==> src/rtl/bvsr_pkg.sv <==
`default_nettype none
package bvsr_pkg;

	// register map and layout
	localparam logic [7:0] ADDR_SECOND   = 8'h0F;
	localparam logic [7:0] ADDR_THIRD    = 8'h10;
	localparam logic [7:0] SETPOINT_RST  = 8'h08;
	localparam int         XADJ_BIT      = 7;
	localparam int         RSVD_BIT      = 6;
	localparam int         CODE_W        = 6;
	localparam int         MV_W          = 12;
	localparam logic [7:0] RDATA_RST     = 8'h00;
	// programmable code bits: second drops bit 0, third bits 5 and 0
	localparam logic [5:0] SECOND_MASK   = 6'h3E;
	localparam logic [5:0] THIRD_MASK    = 6'h1E;

	// code segment starts
	localparam logic [5:0] SEG1_START    = 6'h10;
	localparam logic [5:0] SEG2_START    = 6'h18;
	localparam logic [5:0] SEG3_START    = 6'h30;
	localparam logic [5:0] CODE_3V0      = 6'h35;
	localparam logic [5:0] CODE_3V1      = 6'h36;
	localparam logic [5:0] CODE_3V2      = 6'h37;

	// voltages in millivolts
	localparam logic [11:0] MV_BASE0     = 12'h384; // 0.9 V
	localparam logic [11:0] MV_BASE1     = 12'h514; // 1.3 V
	localparam logic [11:0] MV_BASE2     = 12'h5DC; // 1.5 V
	localparam logic [11:0] MV_BASE3     = 12'hA8C; // 2.7 V
	localparam logic [11:0] MV_3V0       = 12'hBB8;
	localparam logic [11:0] MV_3V1       = 12'hC1C;
	localparam logic [11:0] MV_3V2       = 12'hC80;
	localparam logic [11:0] MV_TOP       = 12'hCE4; // 3.3 V
	localparam logic [11:0] MV_FINE      = 12'h019; // 25 mV step
	localparam logic [11:0] MV_COARSE    = 12'h032; // 50 mV step
	localparam logic [11:0] MV_EXTERNAL  = 12'h000;

	// one segment of the linear code ladder
	function automatic logic [11:0] seg_mv(
		input logic [11:0] base,
		input logic [11:0] step,
		input logic [5:0]  code,
		input logic [5:0]  start
	);
		logic [5:0] off;
		off = code - start;
		return base + step * {6'h00, off};
	endfunction : seg_mv

	// voltage code to millivolts
	function automatic logic [11:0] code_to_mv(input logic [5:0] code);
		logic [11:0] mv;
		if (code < SEG1_START)
			mv = seg_mv(MV_BASE0, MV_FINE, code, 6'h00);
		else if (code < SEG2_START)
			mv = seg_mv(MV_BASE1, MV_FINE, code, SEG1_START);
		else if (code < SEG3_START)
			mv = seg_mv(MV_BASE2, MV_COARSE, code, SEG2_START);
		else if (code < CODE_3V0)
			mv = seg_mv(MV_BASE3, MV_COARSE, code, SEG3_START);
		else if (code == CODE_3V0)
			mv = MV_3V0;
		else if (code == CODE_3V1)
			mv = MV_3V1;
		else if (code == CODE_3V2)
			mv = MV_3V2;
		else
			mv = MV_TOP;
		return mv;
	endfunction : code_to_mv

endpackage : bvsr_pkg
`default_nettype wire

==> src/rtl/bvsr_setpoint_chan.sv <==
`timescale 1ns/10ps
`default_nettype none
module bvsr_setpoint_chan #(
	parameter logic [5:0] CODE_MASK = bvsr_pkg::SECOND_MASK
) (
	// clock and reset
	input  wire logic        ref_clk_i,
	input  wire logic        rst_i,
	// accepted write to this register
	input  wire logic        wr_i,
	input  wire logic [7:0]  wdata_i,
	// setpoint state
	output logic             ext_adjust_o,
	output logic [5:0]       code_o,
	output logic [11:0]      target_mv_o
);

	logic        xadj_r;
	logic        xadj_nxt;
	logic [5:0]  code_r;
	logic [5:0]  code_nxt;
	logic [11:0] mv_r;
	logic [11:0] mv_nxt;

	// fixed code bits are forced back to their reset value on every write
	always_comb
	begin
		xadj_nxt = xadj_r;
		code_nxt = code_r;
		if (wr_i)
		begin
			xadj_nxt = wdata_i[bvsr_pkg::XADJ_BIT];
			code_nxt = (wdata_i[5:0] & CODE_MASK)
				| (bvsr_pkg::SETPOINT_RST[5:0] & ~CODE_MASK);
		end
		// external adjust means the code does not set the output
		mv_nxt = xadj_r ? bvsr_pkg::MV_EXTERNAL
			: bvsr_pkg::code_to_mv(code_r);
	end

	// register stage
	always_ff @(posedge ref_clk_i)
	begin
		if (rst_i)
		begin
			xadj_r <= 1'b0;
			code_r <= bvsr_pkg::SETPOINT_RST[5:0];
			mv_r   <= bvsr_pkg::code_to_mv(bvsr_pkg::SETPOINT_RST[5:0]);
		end
		else
		begin
			xadj_r <= xadj_nxt;
			code_r <= code_nxt;
			mv_r   <= mv_nxt;
		end
	end

	assign ext_adjust_o = xadj_r;
	assign code_o       = code_r;
	assign target_mv_o  = mv_r;

endmodule : bvsr_setpoint_chan
`default_nettype wire

==> src/rtl/bvsr_regs.sv <==
`timescale 1ns/10ps
`default_nettype none
module bvsr_regs (
	// clock and reset
	input  wire logic        ref_clk_i,
	input  wire logic        rst_i,
	// register access from the serial control interface
	input  wire logic [7:0]  reg_addr_i,
	input  wire logic        reg_wr_i,
	input  wire logic        reg_wr_unlocked_i,
	input  wire logic [7:0]  reg_wdata_i,
	input  wire logic        reg_rd_i,
	output logic [7:0]       reg_rdata_o,
	output logic             reg_wr_refused_o,
	// second converter setpoint
	output logic             second_buck_external_adjust_o,
	output logic [5:0]       second_buck_voltage_code_o,
	output logic [11:0]      second_buck_target_mv_o,
	// third converter setpoint
	output logic             third_buck_external_adjust_o,
	output logic [5:0]       third_buck_voltage_code_o,
	output logic [11:0]      third_buck_target_mv_o
);

	logic       hit_second;
	logic       hit_third;
	logic       wr_second;
	logic       wr_third;
	logic [7:0] rdata_r;
	logic [7:0] rdata_nxt;
	logic       refused_r;
	logic       refused_nxt;

	// pack a setpoint into its read image, reserved bit forced low
	function automatic logic [7:0] pack_setpoint(
		input logic       xadj,
		input logic [5:0] code
	);
		logic [7:0] img;
		img = {xadj, 1'b0, code};
		return img;
	endfunction : pack_setpoint

	// address decode
	always_comb
	begin
		hit_second = 1'b0;
		hit_third  = 1'b0;
		if (reg_addr_i == bvsr_pkg::ADDR_SECOND)
			hit_second = 1'b1;
		else if (reg_addr_i == bvsr_pkg::ADDR_THIRD)
			hit_third = 1'b1;
	end

	// a write only lands when the password procedure has unlocked it
	assign wr_second = reg_wr_i & reg_wr_unlocked_i & hit_second;
	assign wr_third  = reg_wr_i & reg_wr_unlocked_i & hit_third;

	// the two setpoint registers
	bvsr_setpoint_chan #(
		.CODE_MASK (bvsr_pkg::SECOND_MASK)
	) u_second (
		.ref_clk_i    (ref_clk_i),
		.rst_i        (rst_i),
		.wr_i         (wr_second),
		.wdata_i      (reg_wdata_i),
		.ext_adjust_o (second_buck_external_adjust_o),
		.code_o       (second_buck_voltage_code_o),
		.target_mv_o  (second_buck_target_mv_o)
	);

	bvsr_setpoint_chan #(
		.CODE_MASK (bvsr_pkg::THIRD_MASK)
	) u_third (
		.ref_clk_i    (ref_clk_i),
		.rst_i        (rst_i),
		.wr_i         (wr_third),
		.wdata_i      (reg_wdata_i),
		.ext_adjust_o (third_buck_external_adjust_o),
		.code_o       (third_buck_voltage_code_o),
		.target_mv_o  (third_buck_target_mv_o)
	);

	// read path; read data holds until the next read so the serial
	// shifter may take it at leisure; unmapped addresses read zero
	always_comb
	begin
		rdata_nxt = rdata_r;
		if (reg_rd_i)
		begin
			if (hit_second)
				rdata_nxt = pack_setpoint(second_buck_external_adjust_o,
					second_buck_voltage_code_o);
			else if (hit_third)
				rdata_nxt = pack_setpoint(third_buck_external_adjust_o,
					third_buck_voltage_code_o);
			else
				rdata_nxt = bvsr_pkg::RDATA_RST;
		end
		// locked write to a setpoint is dropped and flagged for one cycle
		refused_nxt = reg_wr_i & ~reg_wr_unlocked_i
			& (hit_second | hit_third);
	end

	// register stage
	always_ff @(posedge ref_clk_i)
	begin
		if (rst_i)
		begin
			rdata_r   <= bvsr_pkg::RDATA_RST;
			refused_r <= 1'b0;
		end
		else
		begin
			rdata_r   <= rdata_nxt;
			refused_r <= refused_nxt;
		end
	end

	assign reg_rdata_o      = rdata_r;
	assign reg_wr_refused_o = refused_r;
endmodule : bvsr_regs
`default_nettype wire

==> config.mk <==
export PLATFORM = sky130hd
export DESIGN_NAME = bvsr_regs
export DESIGN_NICKNAME = d
export VERILOG_FILES = /design/src/rtl/bvsr_pkg.sv /design/src/rtl/bvsr_setpoint_chan.sv /design/src/rtl/bvsr_regs.sv
export SDC_FILE = /design/constraint.sdc
export NUM_CORES = 1
export LEC_CHECK = 0
export ABC_AREA = 1
export BUFFER_PORTS_ARGS = -buffer_cell sky130_fd_sc_hd__buf_2
export CAP_MARGIN = 20
export CORE_MARGIN = 2
export CORE_UTILIZATION = 55
export DETAILED_ROUTE_END_ITERATION = 12
export PLACE_DENSITY = 0.77
export SETUP_SLACK_MARGIN = 0.5
export SLEW_MARGIN = 25
export SYNTH_ARGS = -nofsm -noshare
export SYNTH_HDL_FRONTEND = slang
export SYNTH_SLANG_ARGS = --single-unit
==> constraint.sdc <==
create_clock -name ref_clk_i -period 6.1 [get_ports ref_clk_i]
set_input_delay 0.305 -clock ref_clk_i [delete_from_list [all_inputs] [get_ports ref_clk_i]]
set_output_delay 0.305 -clock ref_clk_i [all_outputs]
set_load 0.01 [all_outputs]
==> impl_metrics.env <==
export IMPL_dpl_cell_count=821
export IMPL_die_h_um=97.1
export IMPL_rsz0062_at_grt="false"
export IMPL_netlist_area_sq_mm=0.00477
export IMPL_period_share_pct=65.7
export IMPL_synth_simple_area_share_pct=22.3
export IMPL_cts_setup_buffers=0
export IMPL_comb_power_share_pct=6.7
export IMPL_row_count=33
export IMPL_critPathSlowestCell="dfxtp_1"
export IMPL_slew_headroom_pct=49.6
export IMPL_worstSetupPathType="reg2reg"
export IMPL_crit_chain="inv_2 > ha_1 > inv_1 > ha_1 > ha_1 > ha_1 > ha_1 > nand2_1 > o21bai_2 > xnor2_1 > nand2_1 > nand2_1 > nand3_1 > nand2_1 > inv_1 > nand2_1 > nand2_1 > a21oi_2"
export IMPL_powerDensity_mw_per_mm2=101
export IMPL_synthArstFlopShare_pct=0
export IMPL_die_area_sq_mm=0.00943
export IMPL_dpl_hpwl_um=9630
export IMPL_first_pass_iters=5
export IMPL_ant_nets=0
export IMPL_post_drt_wl_per_cell_um=14.4
export IMPL_synth_edf_count=0
export IMPL_insertion_delay_ns=0.31
export IMPL_io_buffer_count=58
export IMPL_gp_congestion=0.954
export IMPL_synth_compound_gate_area_share_pct=15.0
export IMPL_cts_root_buffer="clkbuf_8"
export IMPL_ctsHoldBuffers=0
export IMPL_path_delay_family="adder cells"
export IMPL_ir_worst_vdd_mv=0.0965
export IMPL_critPathArrivalTime_ns=4.24
export IMPL_stdcell_count=829
export IMPL_seq_power_share_pct=50.0
export IMPL_worst_pin_slew_ns=0.754
export IMPL_overflow=0
export IMPL_critical_path_max_stage_delay_ns=0.82
export IMPL_ios=68
export IMPL_final_common_cell="nand2_1"
export IMPL_drc=0
export IMPL_worst_path_max_fanout=13
export IMPL_fin_nets=851
export IMPL_dr_first_iter_drc_count=217
export IMPL_hold_violations=0
export IMPL_synth_xor_area_share_pct=7.43
export IMPL_core_sq_mm=0.00830
export IMPL_grt_pass1_vias=4334
export IMPL_grt_pass1_wl_um=20200
export IMPL_max_freq_ghz=0.249
export IMPL_grtUsageTotal_pct=25.5
export IMPL_hp_class="in2reg"
export IMPL_fin_crit_ns=4.01
export IMPL_maxCapViolCount=0
export IMPL_crit_top_cell="nand2_1"
export IMPL_slew_viol_final=0
export IMPL_avgSynthCellArea_sq_um=7.15
export IMPL_avgViaCountPerCell=5.51
export IMPL_setup_violations_final=0
export IMPL_yosys_area_share_adder_pct=29.0
export IMPL_num_vias=4569
export IMPL_path_buf_inv=3
export IMPL_synth_top_family_by_area="adder cells"
export IMPL_muxShareOfSynthArea_pct=0
export IMPL_yosys_warnings=0
export IMPL_p_clk_share_pct=43.3
export IMPL_n_antenna_cell=0
export IMPL_layout_drive_gt1_share_pct=11.7
export IMPL_status="finished clean"
export IMPL_intPower_mw=0.400
export IMPL_initial_core_util_pct=57.5
export IMPL_synth_area_leaders="ha_1 (27%), dfxtp_1 (17%), nand2_1 (11%), inv_1 (6.9%), nand3_1 (5.0%)"
export IMPL_swShare_pct=24.5
export IMPL_ctsResizeCount=0
export IMPL_final_cell_mix="nand2_1 (142), ha_1 (101), inv_1 (88)"
export IMPL_netSwitchingPower_mw=0.130
export IMPL_synth_seq_area_share_pct=16.8
export IMPL_antenna_found_initial=0
export IMPL_drt_total_wl_um=11900
export IMPL_startpoint_type="flip-flop"
export IMPL_postSynthCellCount=667
export IMPL_cts_buffers=5
export IMPL_fin_skew_ns=0.0149
export IMPL_yosysTopAreaCell="ha_1"
export IMPL_grt_max_degree=27
export IMPL_die_x_um=97.1
export IMPL_crit_path_end_kind="flip-flop"
export IMPL_synth_cell_types=49
export IMPL_clk_pin_slew_ns=0.09
export IMPL_synth_top_area_share_pct=26.5
export IMPL_cts_tree="yes"
export IMPL_h_tree_depth=2
export IMPL_cts_sinks=40
export IMPL_leakage_nw=2.90
export IMPL_critPathRequiredTime_ns=6.33
export IMPL_synth_seq_cells=40
export IMPL_final_setup_tns_ns=0
export IMPL_synth_main_ff_cell="dfxtp_1"
export IMPL_area_delta_synth_final_pct=9.71
export IMPL_cts_buffer_depth=2
==> path summary, 6_finish.rpt <==
path	from	endpoint	slack, ns	cells past startpoint
setup / recovery	u_second.code_o[3]$_SDFFE_PP1P_	u_second.target_mv_o[11]$_SDFF_PP0_	2.09	18
hold / removal	reg_wr_unlocked_i	reg_wr_refused_o$_SDFF_PP0_	0.17	2
setup reg to reg	u_second.code_o[3]$_SDFFE_PP1P_	u_second.target_mv_o[11]$_SDFF_PP0_	2.09	18
hold reg to reg	reg_rdata_o[2]$_SDFFE_PP0P_	reg_rdata_o[2]$_SDFFE_PP0P_	0.49	2
==> through the flow <==
step / instance area (sq um) / utilization (%) / power, mW / setup WS, ns / hold slack [ns]
2_1_floorplan: 4790 / - / 0.295 / 2.85 / 0.383
3_3_place_gp: 5120 / 61.6 / 0.305 / 2.26 / 0.462
3_5_place_dp: 5120 / 61.6 / 0.306 / 2.20 / 0.468
4_1_cts: 5230 / 63.0 / 0.532 / 2.15 / 0.164
5_1_grt: 5230 / 63.0 / 0.547 / 1.86 / 0.159
6_report: 5230 / 63.0 / 0.530 / 2.09 / 0.165
==> cells in the mapped netlist (all sizes together), types with 2 or more instances <==
cell and number:
a21boi 3, a21oi 46, a31oi 2, buf 10, clkbuf 5, clkinv 2, dfxtp 40, fa 6
ha 101, inv 91, nand2 143, nand3 49, nand4 5, nor2 39, nor3 7, o211ai 9
o21ai 47, o21bai 2, o221ai 5, o311ai 2, or2 6, xnor2 21, xor2 16
==> logic make-up (layout without fill, tap and decap cells) <==
logic type | Yosys count | after routing
AOI/OAI and AO/OA | 122 | 122
adders and majority gates | 107 | 107
xor gates and xnor gates | 37 | 37
buffers and inverters | 108 | 159
other | 1 | 7
and+or+nand+nor | 252 | 252
DFF | 40 | 40
==> area by class of cell <==
cell class	instances	area [sq um]
flip-flops and latches	40	801
repair buffers	58	290
fillers	775	3070
clock buffers	5	68.8
well taps	105	131
clock inverters	3	46.3
inverters	93	349
multi-input cells	525	3540
==> sequential cells by signal, summed over array words and instances (netlist names) <==
signal	flops
reg_rdata_o	6
reg_wr_refused_o	1
u_second.code_o	5
u_second.ext_adjust_o	1
u_second.target_mv_o	11
u_third.code_o	4
u_third.ext_adjust_o	1
u_third.target_mv_o	11
==> metal layers <==
| metal | vias to the layer above | wire, um | track usage, % |
|---|---|---|---|
| met5 | - | 0 | 0 |
| met4 | 0 | 212 | 6.18 |
| met3 | 23 | 817 | 4.39 |
| met2 | 160 | 5560 | 43.1 |
| met1 | 2074 | 5330 | 33.9 |
| li1 | 2312 | - | - |
==> power groups by stage <==
stage	logic, mW	clock network (mW)	registers [mW]
final	0.0353	0.230	0.265
after floorplan	0.0227	0	0.272
after global placement	0.0339	0	0.271
after CTS	0.0351	0.232	0.265
after global routing	0.0394	0.242	0.265
after detailed placement	0.0349	0	0.271
==> worst register-to-register path, cell delays in order (launching register included) <==
cell and delay [ns]:
dfxtp_1 0.82, inv_2 0.21, ha_1 0.46, inv_1 0.14, ha_1 0.32, ha_1 0.30, ha_1 0.30, ha_1 0.35
nand2_1 0.08, o21bai_2 0.16, xnor2_1 0.19, nand2_1 0.09, nand2_1 0.07, nand3_1 0.07, nand2_1 0.06, inv_1 0.03
nand2_1 0.08, nand2_1 0.09, a21oi_2 0.12
Note: power is estimated with default switching activity, not from simulation.
